===== config.mk =====
export PLATFORM = sky130hd
export DESIGN_NAME = sswd_core
export DESIGN_NICKNAME = d
export VERILOG_FILES = /design/src/sswd_pkg.sv /design/src/sswd_core.sv /design/src/sswd_timeout.sv
export VERILOG_INCLUDE_DIRS = /design/src
export SDC_FILE = /design/constraint.sdc
export NUM_CORES = 1
export LEC_CHECK = 0
export ABC_AREA = 1
export BUFFER_PORTS_ARGS = -buffer_cell sky130_fd_sc_hd__buf_2
export CAP_MARGIN = 15
export CORE_ASPECT_RATIO = 1.2
export CORE_MARGIN = 3
export CORE_UTILIZATION = 55
export DETAILED_ROUTE_END_ITERATION = 7
export PLACE_DENSITY = 0.86
export SETUP_SLACK_MARGIN = 0.5
export SLEW_MARGIN = 5
export SYNTH_ARGS = -nofsm -noshare
export SYNTH_HDL_FRONTEND = slang
export SYNTH_SLANG_ARGS = --single-unit

===== constraint.sdc =====
create_clock -name mclk -period 5.2 [get_ports mclk]
set_input_delay 1.3 -clock mclk [delete_from_list [all_inputs] [get_ports mclk]]
set_output_delay 1.3 -clock mclk [all_outputs]
set_load 0.05 [all_outputs]

===== src/sswd_params.svh =====
`ifndef SSWD_PARAMS_SVH
`define SSWD_PARAMS_SVH

// Register offsets
`define SSWD_OFS_TICK_DIV     12'h400
`define SSWD_OFS_LOCAL_WD     12'h410
`define SSWD_OFS_BUS_WD       12'h420

// Reset values
`define SSWD_RST_TICK_DIV     16'h09C2
`define SSWD_RST_LOCAL_WD     16'h03E8
`define SSWD_RST_BUS_WD       16'h03E8

// Tick length is divider plus this many base cycles
`define SSWD_TICK_EXTRA       2

// Base period and clock figures
`define SSWD_BASE_NS          40
`define SSWD_CLK_NS           50
// Local clock cycles per base period: ceil(40/50) keeps at least one cycle
`define SSWD_BASE_CYC ((`SSWD_BASE_NS + `SSWD_CLK_NS - 1) / `SSWD_CLK_NS)

// State request codes
`define SSWD_REQ_INIT         3'h1
`define SSWD_REQ_PREOP        3'h2
`define SSWD_REQ_BOOT         3'h3
`define SSWD_REQ_SAFEOP       3'h4
`define SSWD_REQ_OP           3'h6

`endif


===== src/sswd_pkg.sv =====
package sswd_pkg;
    typedef enum logic [2:0]
    {
        SSWD_INIT,
        SSWD_PREOP,
        SSWD_SAFEOP,
        SSWD_OP,
        SSWD_BOOT
    } sswd_state_t;
endpackage


===== src/sswd_core.sv =====
`timescale 1ns/1ns
`include "sswd_params.svh"
// What this block does
// - Watchdog tick lasts divider plus two base periods, each one 50 ns clock.
// - One divider register prescales both watchdogs.
// - Each watchdog has its own count times the shared tick.
// - Reset values: divider 2498, bus-side count 1000.
// - Bus watchdog expiry with outputs set clears outputs.
// - Count zero disables bus watchdog; outputs stay on link loss.
// - Counts 0..65535, divider 1..65535 accepted.
// - Power-on enters Init; mailbox and process data refused.
// - Init to Pre-Op requires valid mailbox configuration.
// - Pre-Op allows mailbox only; master sets process data setup.
// - Pre-Op to Safe-Op checks setup, copies inputs on the acknowledge edge.
// - Safe-Op allows both traffic kinds, updates inputs, outputs safe.
// - With watchdog off, outputs follow commands in Safe-Op.
// - Op copies master outputs to physical outputs.
// - Boot only from Init; other Boot requests rejected.
// - Boot allows only firmware-file mailbox traffic.
// - Bus process data access restarts bus watchdog.
// - Bus expiry forces outputs false, state unchanged.
// - Local watchdog fires without local access within timeout.
module sswd_core
#(
    parameter int OUT_W = 8,
    parameter int IN_W  = 8
)
(
    // Clock and reset
    input  wire logic             mclk,
    input  wire logic             rst_b,
    // Register port
    input  wire logic             reg_wr,
    input  wire logic             reg_rd,
    input  wire logic [11:0]      reg_addr,
    input  wire logic [15:0]      reg_wdata,
    output logic      [15:0]      reg_rdata_r,
    // Bus side events
    input  wire logic             pd_access,
    input  wire logic             state_req,
    input  wire logic [2:0]       state_req_code,
    input  wire logic             mbx_cfg_ok,
    input  wire logic             pd_cfg_ok,
    input  wire logic             dc_cfg_ok,
    input  wire logic [OUT_W-1:0] out_cmd,
    // Local side
    input  wire logic             local_access,
    input  wire logic [IN_W-1:0]  phys_in,
    input  wire logic             mbx_is_file,
    // Results
    output logic [OUT_W-1:0]      phys_out_r,
    output logic [IN_W-1:0]       dpram_in_r,
    output logic [2:0]            state_r,
    output logic                  req_ack_r,
    output logic                  req_err_r,
    output logic                  mbx_allow_r,
    output logic                  pd_allow_r,
    output logic                  bus_wd_exp_r,
    output logic                  local_wd_exp_r
);
    sswd_pkg::sswd_state_t st_r;
    sswd_pkg::sswd_state_t st_nxt;
    logic [15:0] tick_div_r;
    logic [15:0] local_wd_r;
    logic [15:0] bus_wd_r;
    logic [16:0] pre_r;
    logic        tick_r;
    logic        bus_exp;
    logic        local_exp;
    logic        req_ok;

    // Registers keep their values unless software writes them
    always_ff @(posedge mclk or negedge rst_b)
    begin
        if (!rst_b)
        begin
            tick_div_r <= `SSWD_RST_TICK_DIV;
            local_wd_r <= `SSWD_RST_LOCAL_WD;
            bus_wd_r   <= `SSWD_RST_BUS_WD;
        end
        else if (reg_wr)
        begin
            case (reg_addr)
                `SSWD_OFS_TICK_DIV:
                    // Zero is outside the range; hold the old value
                    if (reg_wdata != 16'h0000)
                        tick_div_r <= reg_wdata;
                `SSWD_OFS_LOCAL_WD: local_wd_r <= reg_wdata;
                `SSWD_OFS_BUS_WD:   bus_wd_r <= reg_wdata;
                default: ;
            endcase
        end
    end

    always_ff @(posedge mclk or negedge rst_b)
    begin
        if (!rst_b)
            reg_rdata_r <= 16'h0000;
        else if (reg_rd)
        begin
            case (reg_addr)
                `SSWD_OFS_TICK_DIV: reg_rdata_r <= tick_div_r;
                `SSWD_OFS_LOCAL_WD: reg_rdata_r <= local_wd_r;
                `SSWD_OFS_BUS_WD:   reg_rdata_r <= bus_wd_r;
                default:            reg_rdata_r <= 16'h0000;
            endcase
        end
    end

    // Shared prescaler; local clock is slower than the base period,
    // so each base period costs at least one whole cycle
    always_ff @(posedge mclk or negedge rst_b)
    begin
        if (!rst_b)
        begin
            pre_r  <= 17'h00000;
            tick_r <= 1'b0;
        end
        else if (pre_r + 17'h00001 >= 17'((tick_div_r + 17'd`SSWD_TICK_EXTRA)
                                         * `SSWD_BASE_CYC))
        begin
            pre_r  <= 17'h00000;
            tick_r <= 1'b1;
        end
        else
        begin
            pre_r  <= pre_r + 17'h00001;
            tick_r <= 1'b0;
        end
    end

    sswd_timeout #(.W(16)) u_bus_wd
    (
        .mclk      (mclk),
        .rst_b     (rst_b),
        .tick      (tick_r),
        .kick      (pd_access),
        .limit     (bus_wd_r),
        .expired_r (bus_exp)
    );

    sswd_timeout #(.W(16)) u_local_wd
    (
        .mclk      (mclk),
        .rst_b     (rst_b),
        .tick      (tick_r),
        .kick      (local_access),
        .limit     (local_wd_r),
        .expired_r (local_exp)
    );

    // Transition decision
    always_comb
    begin
        st_nxt = st_r;
        req_ok = 1'b0;
        if (state_req)
        begin
            case (state_req_code)
                `SSWD_REQ_INIT:
                begin
                    st_nxt = sswd_pkg::SSWD_INIT;
                    req_ok = 1'b1;
                end
                `SSWD_REQ_PREOP:
                    if ((st_r == sswd_pkg::SSWD_INIT && mbx_cfg_ok)
                        || st_r == sswd_pkg::SSWD_SAFEOP
                        || st_r == sswd_pkg::SSWD_OP)
                    begin
                        st_nxt = sswd_pkg::SSWD_PREOP;
                        req_ok = 1'b1;
                    end
                `SSWD_REQ_SAFEOP:
                    if ((st_r == sswd_pkg::SSWD_PREOP
                         && pd_cfg_ok && dc_cfg_ok)
                        || st_r == sswd_pkg::SSWD_OP)
                    begin
                        st_nxt = sswd_pkg::SSWD_SAFEOP;
                        req_ok = 1'b1;
                    end
                `SSWD_REQ_OP:
                    if (st_r == sswd_pkg::SSWD_SAFEOP)
                    begin
                        st_nxt = sswd_pkg::SSWD_OP;
                        req_ok = 1'b1;
                    end
                `SSWD_REQ_BOOT:
                    if (st_r == sswd_pkg::SSWD_INIT)
                    begin
                        st_nxt = sswd_pkg::SSWD_BOOT;
                        req_ok = 1'b1;
                    end
                default: ;
            endcase
        end
    end

    // Bus expiry never changes state, only the outputs
    always_ff @(posedge mclk or negedge rst_b)
    begin
        if (!rst_b)
            st_r <= sswd_pkg::SSWD_INIT;
        else
            st_r <= st_nxt;
    end

    always_ff @(posedge mclk or negedge rst_b)
    begin
        if (!rst_b)
        begin
            req_ack_r <= 1'b0;
            req_err_r <= 1'b0;
        end
        else
        begin
            req_ack_r <= state_req && req_ok;
            req_err_r <= state_req && !req_ok;
        end
    end

    always_ff @(posedge mclk or negedge rst_b)
    begin
        if (!rst_b)
            state_r <= 3'h0;
        else
            state_r <= 3'(st_nxt);
    end

    // Inputs sampled in the same edge as the Safe-Op acknowledge
    always_ff @(posedge mclk or negedge rst_b)
    begin
        if (!rst_b)
            dpram_in_r <= '0;
        else if (st_nxt == sswd_pkg::SSWD_SAFEOP
                 || st_nxt == sswd_pkg::SSWD_OP)
            dpram_in_r <= phys_in;
    end

    // Traffic gating follows the state being entered
    always_ff @(posedge mclk or negedge rst_b)
    begin
        if (!rst_b)
        begin
            mbx_allow_r <= 1'b0;
            pd_allow_r  <= 1'b0;
        end
        else
        begin
            case (st_nxt)
                sswd_pkg::SSWD_INIT:
                begin
                    mbx_allow_r <= 1'b0;
                    pd_allow_r  <= 1'b0;
                end
                sswd_pkg::SSWD_PREOP:
                begin
                    mbx_allow_r <= 1'b1;
                    pd_allow_r  <= 1'b0;
                end
                sswd_pkg::SSWD_BOOT:
                begin
                    mbx_allow_r <= mbx_is_file;
                    pd_allow_r  <= 1'b0;
                end
                sswd_pkg::SSWD_SAFEOP, sswd_pkg::SSWD_OP:
                begin
                    mbx_allow_r <= 1'b1;
                    pd_allow_r  <= 1'b1;
                end
                default:
                begin
                    mbx_allow_r <= 1'b0;
                    pd_allow_r  <= 1'b0;
                end
            endcase
        end
    end

    // Outputs: safe unless Op, or Safe-Op with bus watchdog off
    always_ff @(posedge mclk or negedge rst_b)
    begin
        if (!rst_b)
            phys_out_r <= '0;
        else if (bus_exp)
            phys_out_r <= '0;
        else if (st_nxt == sswd_pkg::SSWD_OP)
            phys_out_r <= out_cmd;
        else if (st_nxt == sswd_pkg::SSWD_SAFEOP && bus_wd_r == 16'h0000)
            phys_out_r <= out_cmd;
        else
            phys_out_r <= '0;
    end

    always_ff @(posedge mclk or negedge rst_b)
    begin
        if (!rst_b)
        begin
            bus_wd_exp_r   <= 1'b0;
            local_wd_exp_r <= 1'b0;
        end
        else
        begin
            bus_wd_exp_r   <= bus_exp;
            local_wd_exp_r <= local_exp;
        end
    end
endmodule


===== src/sswd_timeout.sv =====
`timescale 1ns/1ns
module sswd_timeout
#(
    parameter int W = 16
)
(
    // Clock and reset
    input  wire logic         mclk,
    input  wire logic         rst_b,
    // Control
    input  wire logic         tick,
    input  wire logic         kick,
    input  wire logic [W-1:0] limit,
    // Status
    output logic              expired_r
);
    logic [W-1:0] cnt_r;

    always_ff @(posedge mclk or negedge rst_b)
    begin
        if (!rst_b)
        begin
            cnt_r     <= '0;
            expired_r <= 1'b0;
        end
        else if (kick || limit == '0)
        begin
            // Zero limit switches the watchdog off entirely
            cnt_r     <= '0;
            expired_r <= 1'b0;
        end
        else if (tick && !expired_r)
        begin
            if (cnt_r + W'(1) >= limit)
                expired_r <= 1'b1;
            cnt_r <= cnt_r + W'(1);
        end
    end
endmodule


==> metrics list, run 1 <==
* Highest routed layer: met4
- Run status: finished clean
- Total nets after synthesis: about 1200
- After clock tree synthesis, the flow added hold-fix buffers numbering 0.
- Hold endpoint: local_wd_exp_r
- Highest cell delay on the worst timing path: 0.58 ns
* Number of violations reported at the end of detailed-routing iteration 0: 567
- Across all layers, the routed design uses between 7000 and 8000 vias.
* Number of max-slew violations in the final report: 0
- The clock passes through at most 2 buffers.
* CP Max Fanout: 18
- Worst hold path stage count: 0
- Antenna violations before repair: 0
- Across the VDD grid, the largest voltage drop is 0.168 mV.
- Measured against the total synthesized area, the mux share comes to 0%.
- Setup repair after global routing left no endpoint under its margin.
- Fin area: 9770 sq um
- Floorplan die area: 17200 sq um
- In the detailed route, the total length drawn on met3 is roughly 1200 um.
- List of most frequent post-synthesis cells: 330 x nand2_1, 158 x inv_1, 124 x dfrtp_1
- In this run the number of H-tree levels came out at 4.
* Hold crit path type: flip-flop to flip-flop
* Synthesized-area fraction occupied by xor and xnor cells: approximately 5.0%
* # rows: 49
- Across every metal layer, demand over resource in global routing totals about a quarter.
* Via count of the first global-routing pass: between 7000 and 8000
* DIE HEIGHT: 143 um
* Detail Route Antenna Nets: 0
- For this run, the number of Yosys warnings is 0.
- The setup path with the least slack is of type flip-flop to flip-flop.
* Dominant delay contributor by cell family on the critical path: simple AND/OR/NAND/NOR gates
- Summing the areas of all fa, ha and maj instances in the mapped netlist gives 7.71% of the synthesized area.
- For this run, asynchronously set or reset flops after synthesis account for 100%.
- The worst path needs 3.14 ns of the cycle, external delays included.
- Clock-pin slew of the registers on the worst-case setup and hold paths: 0.06 ns
- Number of setup buffers added after CTS: 0
* Portion of the post-synthesis area used by sequential elements: 41.3%
- Starting utilization of the core area: 56.8%
- The worst register-to-register path has a depth of 15.
- Number of failing hold endpoints at the final stage: 0
- Minimum hold slack: 0.399 ns
* First-pass GRT wire length: 34200 um
- The synthesized design spends more area on one cell type than any other, namely dfrtp_1.
- After global routing the overflow that remains totals 0.
- Layout filler cell count: 1256
- Setup violations remaining at the end of the flow were counted as 0.
- The clock net in this run drives a total of between 100 and 150 sinks.
- Synthesized instance count: 1106
* CTS Root Buffer Type: clkbuf_16
- Summed over its instances, the top area cell type makes up 36.1% of the synthesized netlist area.
- 99 I/O pins were placed.
- Measured along the x axis, the die boundary spans between 100 and 150 um.
- Synthesis inferred between 100 and 150 register bits.
* Synth Flop Type: dfrtp_1
- In the final timing run, aggregate negative setup slack is 0 ns.
- In this run, CTS created clock tree buffers numbering 17.
- Leakage power summed over all cells: 5.18 nW
- Skew-Pair Late Insertion Delay: 0.42 ns
- In this run the cell area of the synthesized design comes to between 8000 and 9000 sq um.
* Count of flip-flops with a built-in enable after synthesis: 0
- The worst register-to-register path begins at tick_div_r[1].
- At the worst endpoint, the required time is 5.53 ns.
* Power density over the cells: 268 nW/um^2
- R2r endpoint: pre_r[7]
- STA puts the critical path data arrival time at 3.47 ns.
* Setup slack of the most critical reg-to-reg path: 2.06 ns
- The worst hold path begins at u_local_wd.expired_r.
- Transition at the pin with the smallest max-transition slack: 0.957 ns
- DRC violations left: 0
* TritonCTS clock tree: done
- By area the synthesized netlist is led by dfrtp_1 36%, nand2_1 14%, ha_1 7.7%, inv_1 6.9%, dfstp_2 5.2%.
- The number of different library cells used by synthesis comes to 42.
- Across the run, the number of max-cap violations was 0.
- Measured against its own limit, the worst slew margin works out to 36.1%.
- Routed length on met2: 10500 um
* Proportion of layout cells with a drive suffix above 1: roughly 16%
- Setup skew after layout: 0.00938 ns
- Largest net degree at the start of global routing: 62
* Cells along the critical path: ha_1 -> nand3_2 -> nor2_2 -> nand2_2 -> nor2_4 -> nand2_1 -> nor3_2 -> xor2_1 -> inv_1 -> ha_1 -> nand4_1 -> a21oi_1 -> nor2_1 -> nand4_2 -> nor2_1
- Storage cell area: 3550 sq um
- Antenna diode count: 0
- The wire-length estimate of the detail-placed layout is 15600 um.
* Final critical-path share of the clock period: 60.3%
* Vias per Instance: 5.39
* Share of synthesized cell area in and, or, nand and nor gates: 28.8%
* Total cell area at the placement stage: 9190 sq um
* Mean area per synthesized cell: 7.77 sq um
- In this run the tool buffered the top-level ports with 98 buffer cells.
- Compound-Gate Fraction of Synth Area: 8.05%
- Wires add up to a little over 20000 um.
- Counting both buffers and inverters, the worst setup path holds a total of 1.
* Final weighted congestion in routability-driven placement: between 0.9 and 1
- The first detailed-routing pass ran for 5 iterations.
- The worst setup path is captured at a flip-flop.
- Main combinational cell family by area after synthesis: simple AND/OR/NAND/NOR gates
* Core Area: 15100 sq um
* Footprint of the multi-input gates: 4260 sq um
- Yosys instantiated no cell more often than nand2_1.
* Number of nets at the end of the flow: approximately 1300
* Post-route met1 wirelength: 8280 um
* Post_cts resized: 0
* Routed length per placed instance: 14.6 um
- Derived from the worst setup path, the maximum achievable clock frequency is 319 MHz.
- The area growth from synthesis to layout is 13.7%.
- Cell with the largest stage delay on the worst path: dfstp_2
* Element type at the critical path start: flip-flop
==> cell type report <==
| cell class | count | share of cell area [%] |
|---|---|---|
| multi-input combinational | 780 | 43.6 |
| sequential | 141 | 36.3 |
| inverter | 163 | 6.26 |
| timing repair buffer | 100 | 5.24 |
| clock buffer | 21 | 4.81 |
| tap | 204 | 2.61 |
| clock inverter | 9 | 1.14 |
==> power by group <==
part	internal, mW	switching, mW	total (mW)	leakage [nW]
registers	1.13	0.0182	1.15	1.89
logic	0.0650	0.209	0.274	3.00
clock network	0.739	0.457	1.20	0.281
==> how the worst max path moves through the flow <==
stage	from	endpoint	slack, ns	depth (start not counted)
3_3_place_gp	reg_addr[9]	tick_div_r[13]	2.13	6
4_1_cts	tick_div_r[1]	pre_r[7]	2.04	15
6_report	tick_div_r[1]	pre_r[7]	2.06	15
2_1_floorplan	tick_div_r[1]	pre_r[15]	2.55	16
5_1_grt	tick_div_r[1]	pre_r[12]	1.72	15
3_5_place_dp	tick_div_r[1]	pre_r[12]	2.02	15
==> state kept, by name (all words and copies together), names as in the netlist, 3 cells and up <==
signal	count
local_wd_r	16
u_bus_wd.cnt_r	16
dpram_in_r	8
phys_out_r	8
reg_rdata_r	16
tick_div_r	16
bus_wd_r	16
pre_r	17
state_r	3
u_local_wd.cnt_r	16
==> metrics by stage <==
| step | power, mW | util [%] | worst slack, ns | cells |
|---|---|---|---|---|
| after floorplan | 1.34 | - | 2.55 | 1106 |
| after global placement | 1.43 | 60.7 | 2.13 | 1388 |
| after detailed placement | 1.44 | 60.7 | 2.02 | 1388 |
| after CTS | 2.63 | 64.5 | 2.04 | 1418 |
| after global routing | 2.71 | 64.5 | 1.72 | 1418 |
| final | 2.62 | 64.5 | 2.06 | 1418 |
==> metal layers <==
metal | vias to the layer above | GRT usage [%]
met4 | 0 | 11.2
li1 | 3718 | -
met2 | 284 | 43.3
met1 | 3575 | 29.6
met3 | 62 | 5.59
met5 | - | 0
==> kinds of logic (layout without fill, tap and decap cells) <==
logic type	count (synthesis)	count (layout)
buffers and inverters	185	293
xor gates and xnor gates	49	49
AOI/OAI and AO/OA	116	116
DFF	141	141
and+or+nand+nor	562	562
adders and majority gates	53	53
==> cell usage in the layout, fill, tap and decap left out, types with 5 or more instances in the layout <==
master     count
nand3_1       61
nor2_1        90
clkbuf_16     17
dfstp_2       17
o21ai_0       34
inv_1        158
nand2_1      330
nand4_1       33
ha_1          53
xor2_1        41
xnor2_1        8
nor2_2         5
buf_2         97
o21ai_1       20
dfrtp_1      124
a21oi_1       26
o21ai_2       23
nand2_2        5
nor3_2         5
o22ai_1        7
nor3_1        11
No activity file was read; power rests on OpenSTA's default activity.
==> inputs of run 2 (changes only) <==
--- a/config.mk
+++ b/config.mk
@@ -11,9 +11,9 @@
 export CAP_MARGIN = 15
 export CORE_ASPECT_RATIO = 1.2
 export CORE_MARGIN = 3
-export CORE_UTILIZATION = 55
+export CORE_UTILIZATION = 54
 export DETAILED_ROUTE_END_ITERATION = 7
-export PLACE_DENSITY = 0.86
+export PLACE_DENSITY = 0.88
 export SETUP_SLACK_MARGIN = 0.5
 export SLEW_MARGIN = 5
 export SYNTH_ARGS = -nofsm -noshare
==> constraint.sdc (replaced) <==
create_clock -name mclk -period 2.6 [get_ports mclk]
set_input_delay 0.65 -clock mclk [delete_from_list [all_inputs] [get_ports mclk]]
set_output_delay 0.65 -clock mclk [all_outputs]
set_load 0.05 [all_outputs]
==> metrics list, run 2 (synthesis results as in run 1) <==
* Worst-case clock buffer depth: 2
- Run status: finished, violations left
- Antenna violations before repair: 0
* DRC violations left: 0
* Min cycle time layout: 2.85 ns
* TritonCTS Buffers: 17
- At the pin with the least slew margin, the transition time is roughly 0.58 ns.
* Cell Count Post-Placement: 1407
* Power share of the clock group: a little under half
* Highest cell delay on the worst timing path: ~0.55 ns
* Clock-pin slew of the registers on the worst-case setup and hold paths: approximately 0.060 ns
- Number of failing hold endpoints at the final stage: 0
- Derived from the worst setup path, the maximum achievable clock frequency is between 300 and 400 MHz.
- Summed over all nets, the switching power comes to 1.53 mW.
- For this run, the number of standard cells in the final layout without fillers is 1486.
- DIE HEIGHT: 144 um
* Routed length per placed instance: 19.1 um
* GRT Residual Overflow: 0
- Footprint of the multi-input gates: 4870 sq um
* Post-Route WL: 28400 um
* # rows: 49
* Maximum vdd drop: 0.408 mV
- Final critical-path share of the clock period: 110%
- In this run the register-to-register setup slack is -0.25 ns.
- Detailed placement finished with a half-perimeter wire length of 15800 um.
- Net Sw Frac: between 20% and 30%
- The signal on the critical path passes through ha_4 -> nand3_4 -> nor2_4 -> nand2_4 -> nor2_4 -> nand2_2 -> buf_4 -> xor2_1 -> ha_1 -> nand2_1 -> inv_1 -> nand3_1 -> nor2_2 -> nand4_1 -> buf_6 -> nand4_4 -> nor2_1.
* Proportion of layout cells with a drive suffix above 1: 28.0%
- The routed layout has about 8900 vias.
- Across the run, the number of max-cap violations was 0.
* Global Route Usage Sum: 29.1%
- Storage cell area: about 3600 sq um
- First-pass GRT wire length: just over 40000 um
* Number of max-slew violations in the final report: 0
- The critical path contains buffers and inverters numbering 3 combined.
- The share of total power dissipated in sequential elements is 41.8%.
- Number of H-tree branching levels: 4
- Length in cells of the worst reg-to-reg path: 17
* R2r endpoint: pre_r[11]
- The checks that failed: negative setup slack.
* Register containing the most flip-flops in the final layout: pre_r
- The slowest stage of the critical path belongs to the cell dfstp_2.
- Pwr Total: 5.49 mW
- Power density over the cells: 502 nW/um^2
* Sum of negative setup slack: -4.06 ns
- The worst setup path is captured at a flip-flop.
* Startpoint of the lowest-slack register-to-register path: tick_div_r[1]
- CP Data Required Time: 2.91 ns
- Entering global routing, the biggest net connects between 50 and 60 pins.
- Detail Route Antenna Nets: 0
- TritonCTS clock tree: done
- Hold-fix buffers at CTS: 0
- Smallest setup slack after layout: -0.252 ns
- Core Area: around 15000 sq um
- After the last flow step, the layout net total stands at between 1000 and 1500.
- Worst-case headroom to the max-slew limit: between 60% and 70%
- Pre-Repair DR Iteration Count: 6
* Floorplan die area: 17500 sq um
- Layout filler cell count: 941
- Part of the total power dissipated in combinational logic: 10.7%
* Data arrival time of the worst path: 3.17 ns
- Vias per Instance: 5.99
- Internal power comes to 3.95 mW.
- Most common library cell in the layout ignoring fill and taps: nand2_1
* Unrepaired setup endpoints after global routing: yes
* Count of clock tree sinks: 141
* Largest register FFs: 17
* Horizontal die dimension: 121 um
- Dominant delay contributor by cell family on the critical path: simple AND/OR/NAND/NOR gates
- Class of the most critical setup path: flip-flop to flip-flop
- In this run the tool buffered the top-level ports with 98 buffer cells.
- Element type at the critical path start: flip-flop
- CTS Root Buffer Type: clkbuf_16
- Final weighted congestion in routability-driven placement: around 0.91
- Setup skew after layout: 0.0151 ns
- Setup violations remaining at the end of the flow were counted as 19.
- The number of global-route vias before repair was roughly 8500.
- Hold crit path type: input pin to asynchronous set/reset pin
- Number of violations reported at the end of detailed-routing iteration 0: 1170
- Clock latency on the worst-skew pair, taken at its later pin, is 0.44 ns.
* CP Max Fanout: 5
* Area Overhead vs Synth: 27.2%
- Ports: 99
- Critical path's most frequent cell: nor2_4
* Leakage power summed over all cells: about 5.7 nW
- Starting utilization of the core area: 56.3%
* Worst-case setup slack after placement: -0.0746 ns
* Antenna diode count: 0
- The library cells used most frequently in the layout, excluding fill and tap cells, are 318 x nand2_1, 149 x inv_1, 117 x dfrtp_1, 97 x buf_2, 75 x nor2_1.
-- run 2: worst max-delay path by stage --
| stage | from | end | slack (ns) | depth (start not counted) |
|---|---|---|---|---|
| 6_report | tick_div_r[1] | pre_r[11] | -0.25 | 17 |
| 5_1_grt | pre_r[0] | pre_r[11] | -0.35 | 15 |
| 4_1_cts | tick_div_r[1] | pre_r[11] | -0.06 | 16 |
| 3_5_place_dp | pre_r[0] | pre_r[7] | -0.07 | 13 |
| 3_3_place_gp | pre_r[0] | pre_r[11] | 0.02 | 13 |
| 2_1_floorplan | tick_div_r[1] | pre_r[15] | 0.09 | 16 |
-- run 2: layout make-up --
| cell class | count | share of cell area (%) |
|---|---|---|
| clock inverter | 14 | 1.66 |
| multi-input combinational | 783 | 44.6 |
| clock buffer | 18 | 4.02 |
| tap | 204 | 2.33 |
| inverter | 163 | 5.65 |
| timing repair buffer | 163 | 9.22 |
| sequential | 141 | 32.5 |
-- run 2: repair_timing --
item | in CTS | in global routing
endpoints found under the hold margin | 0 | 0
resized for setup | 45 | 73
pin swaps | 29 | 33
buffers inserted | 29 | 15
setup endpoints to repair | 20 | 30
gates cloned | 3 | 0
-- run 2: layer usage --
metal	wire (um)	global-route usage (%)	up-vias
met2	13600	50.2	723
met5	0	0	-
met4	2310	17.2	0
li1	-	-	3854
met1	9730	33.8	4102
met3	2700	5.56	228
-- run 2: worst reg2reg max path: cells and delay by family (launching register included) --
kind	cells	cell delay, ns
buffers and inverters	3	0.39
DFF	1	0.55
and+or+nand+nor	11	1.19
adders and majority gates	2	0.47
xor gates and xnor gates	1	0.13
-- run 2: power by group through the flow --
stage | sequential [mW] | combinational, mW | clock [mW]
finish | 2.29 | 0.588 | 2.60
CTS | 2.29 | 0.577 | 2.57
global route | 2.30 | 0.631 | 2.69
global placement | 2.33 | 0.541 | 0
floorplan | 2.51 | 0.164 | 0
detailed placement | 2.33 | 0.552 | 0
-- run 2: stage by stage --
stage | utilization, % | area (sq um) | hold WS, ns
global placement | 61.5 | 9380 | 0.390
detailed placement | 61.5 | 9380 | 0.393
global route | 71.6 | 10900 | 0.224
finish | 71.6 | 10900 | 0.172
CTS | 68.7 | 10500 | 0.202
floorplan | - | 8640 | 0.354
==> inputs of run 3 (changes only) <==
--- a/config.mk
+++ b/config.mk
@@ -10,8 +10,8 @@
 export BUFFER_PORTS_ARGS = -buffer_cell sky130_fd_sc_hd__buf_2
 export CAP_MARGIN = 15
 export CORE_ASPECT_RATIO = 1.2
-export CORE_MARGIN = 3
 export CORE_UTILIZATION = 54
+export CTS_BUF_LIST = sky130_fd_sc_hd__clkbuf_16
 export DETAILED_ROUTE_END_ITERATION = 7
 export PLACE_DENSITY = 0.88
 export SETUP_SLACK_MARGIN = 0.5
==> metrics list, run 3 (synthesis results as in run 1) <==
* Run status: finished, violations left
- The final reports fail on negative setup slack.
- Setup repair after global routing could not meet its margin everywhere.
- Final weighted congestion in routability-driven placement: 0.895
- For the finished layout, the period the worst path requires is ~2.8 ns.
- CP Data Required Time: 2.91 ns
- Worst-case clock buffer depth: 2
- Vias per Instance: 5.49
- Storage cell area: 3550 sq um
* Number of H-tree branching levels: 4
- Number of violations reported at the end of detailed-routing iteration 0: 573
- Smallest setup slack after layout: -0.158 ns
- Leaving out fill and tap cells, the most frequent cell in the layout is nand2_1.
* Detail Route Antenna Nets: 0
* Cell Count Post-Placement: between 1000 and 1500
* HPWL after detailed placement: 15800 um
* Number of failing hold endpoints at the final stage: 0
- Hold crit path type: input pin to asynchronous set/reset pin
- Global routing used 29.1% of the available tracks across all layers.
* Total cell area at the placement stage: 9380 sq um
- The total overflow left after global routing is 0.
- Element type at the critical path start: flip-flop
- Worst-case setup slack after placement: -0.137 ns
- TritonCTS created 17 clock buffers.
- Clock-pin slew was measured on the worst setup and hold paths at 0.06 ns.
- The register with the most flip-flops in the final layout is pre_r.
- Max-cap violations in this run came to 0.
- Via count of the first global-routing pass: 7934
* First-pass GRT wire length: 36700 um
- Setup skew after layout: a little over 0.007 ns
- CTS Root Buffer Type: clkbuf_16
* Pre-Repair DR Iteration Count: 5
- Footprint of the multi-input gates: between 4000 and 5000 sq um
- Data arrives at the worst endpoint at around 3 ns.
* Antenna diode count: 0
* Routed length per placed instance: 15.7 um
- # rows: 50
- The routed layout has ~8100 vias.
- The setup path with the least slack is of type flip-flop to flip-flop.
* Count of clock tree sinks: 141
* Sum of negative setup slack: -2.12 ns
* Final standard cell count with taps included and fillers excluded: 1477
- The initial utilization of the core area, before any placement, comes to 55.2%.
- Across the VDD grid, the largest voltage drop is 0.436 mV.
- Floorplan die area: 16400 sq um
- Layout filler cell count: 1119
- Skew-Pair Late Insertion Delay: 0.43 ns
* Largest net degree at the start of global routing: 50
- Wires add up to 23300 um.
- Setup violations remaining at the end of the flow were counted as 18.
- Highest cell delay on the worst timing path: ~0.57 ns
- Commonest cells after routing, fill and taps aside: 318 x nand2_1, 154 x inv_1, 124 x dfrtp_1, 97 x buf_2, 82 x nor2_1
- Compared with the post-synthesis result, the final layout area differs by 22.7%.
* DRC violations left: 0
- Buf/Inv on CP: 1
* Transition at the pin with the smallest max-transition slack: 0.744 ns
- Cells along the critical path: ha_4 -> nand3_4 -> nor2_4 -> nand2_4 -> nor2_4 -> nand2_2 -> nor3_2 -> xor2_1 -> inv_1 -> ha_4 -> nand4_1 -> nor2_1 -> nand3_4 -> nand4_4 -> nor2_1
- For this design, the slowest cell found on the critical path is dfstp_2.
- From left edge to right edge, the die measures 117 um.
* Number of nets at the end of the flow: 1367
- DIE HEIGHT: 140 um
* Core Area: 15600 sq um
* Leakage power summed over all cells: 5.49 nW
- In this run the worst path has a maximum fanout of 5.
- Proportion of layout cells with a drive suffix above 1: 24.5%
* Final critical-path share of the clock period: 106%
- TritonCTS built the clock tree.
- Buffers placed on the I/O ports in this run total 98.
* Worst-case headroom to the max-slew limit: between 50% and 60%
* Endpoint kind of the worst setup timing path: flip-flop
* Number of max-slew violations in the final report: 0
* Power density over the cells: 503 nW/um^2
- Highest Clock Rate: 363 MHz
* Largest register FFs: 17
- Fin area: 10600 sq um
- 99 I/O pins were placed.
* Dominant delay contributor by cell family on the critical path: simple AND/OR/NAND/NOR gates
* Antenna violations before repair: 0
==> run 3: changes by cell type in the layout (fill, tap and decap cells not counted), sizes merged <==
cell	before	now
buf	163	150
bufinv	3	2
clkbuf	18	17
clkinv	4	8
clkinvlp	4	1
inv	166	167
==> run 3: layout make-up <==
cell class / instances / share of cell area (%)
Multi-Input combinational cell: 783 / 44.0
Clock inverter: 15 / 1.54
Timing Repair Buffer: 150 / 8.56
Sequential cell: 141 / 33.6
Tap cell: 208 / 2.47
Inverter: 163 / 5.80
Clock buffer: 17 / 4.03
==> run 3: timing repair <==
item / CTS / global route
hold buffers: 0 / 0
gates resized for setup: 42 / 27
cloned: 2 / 1
pin swaps: 19 / 25
setup endpoints to repair: 20 / 20
setup buffers: 20 / 12
==> run 3: where the power goes <==
group	switching, mW	leakage (nW)	internal, mW
Clock	1.01	0.292	1.43
Sequential	0.0379	1.89	2.25
Combinational	0.432	3.31	0.145
Total	1.48	5.49	3.83
==> run 3: final timing paths <==
path                            cells past startpoint            startpoint              to  slack [ns]
worst max register to register                     15         tick_div_r[1]        pre_r[4]       -0.16
worst max-delay path                               15         tick_div_r[1]        pre_r[4]       -0.16
min in group mclk                                   0  u_local_wd.expired_r  local_wd_exp_r        0.40
worst min register to register                      0  u_local_wd.expired_r  local_wd_exp_r        0.40
max in group asynchronous                           2                 rst_b   local_wd_r[8]        1.71
worst min-delay path                                1                 rst_b   tick_div_r[3]        0.15
==> run 3: metal layers <==
layer / GRT usage (%) / vias to the layer above / part of all wire [%]
li1: - / 3837 / -
met1: 33.0 / 3802 / 37
met3: 6.58 / 99 / 6.0
met4: 16.8 / 0 / 5.0
met5: 0 / - / 0
met2: 49.4 / 370 / 51
==> run 3: worst reg2reg max path: cells and delay by family, from the launching register on <==
| kind | cells | cell delay (ns) |
|---|---|---|
| and+or+nand+nor | 11 | 1.38 |
| xor gates and xnor gates | 1 | 0.18 |
| buffers and inverters | 1 | 0.09 |
| adders and majority gates | 2 | 0.42 |
| DFF | 1 | 0.57 |
==> run 3: through the flow <==
| stage | power, mW | util (%) | hold WS [ns] |
|---|---|---|---|
| after floorplan | 2.68 | - | 0.354 |
| after global placement | 2.87 | 60.2 | 0.389 |
| after detailed placement | 2.88 | 60.2 | 0.384 |
| after CTS | 5.32 | 66.2 | 0.162 |
| after global routing | 5.47 | 67.7 | 0.180 |
| final | 5.30 | 67.7 | 0.149 |
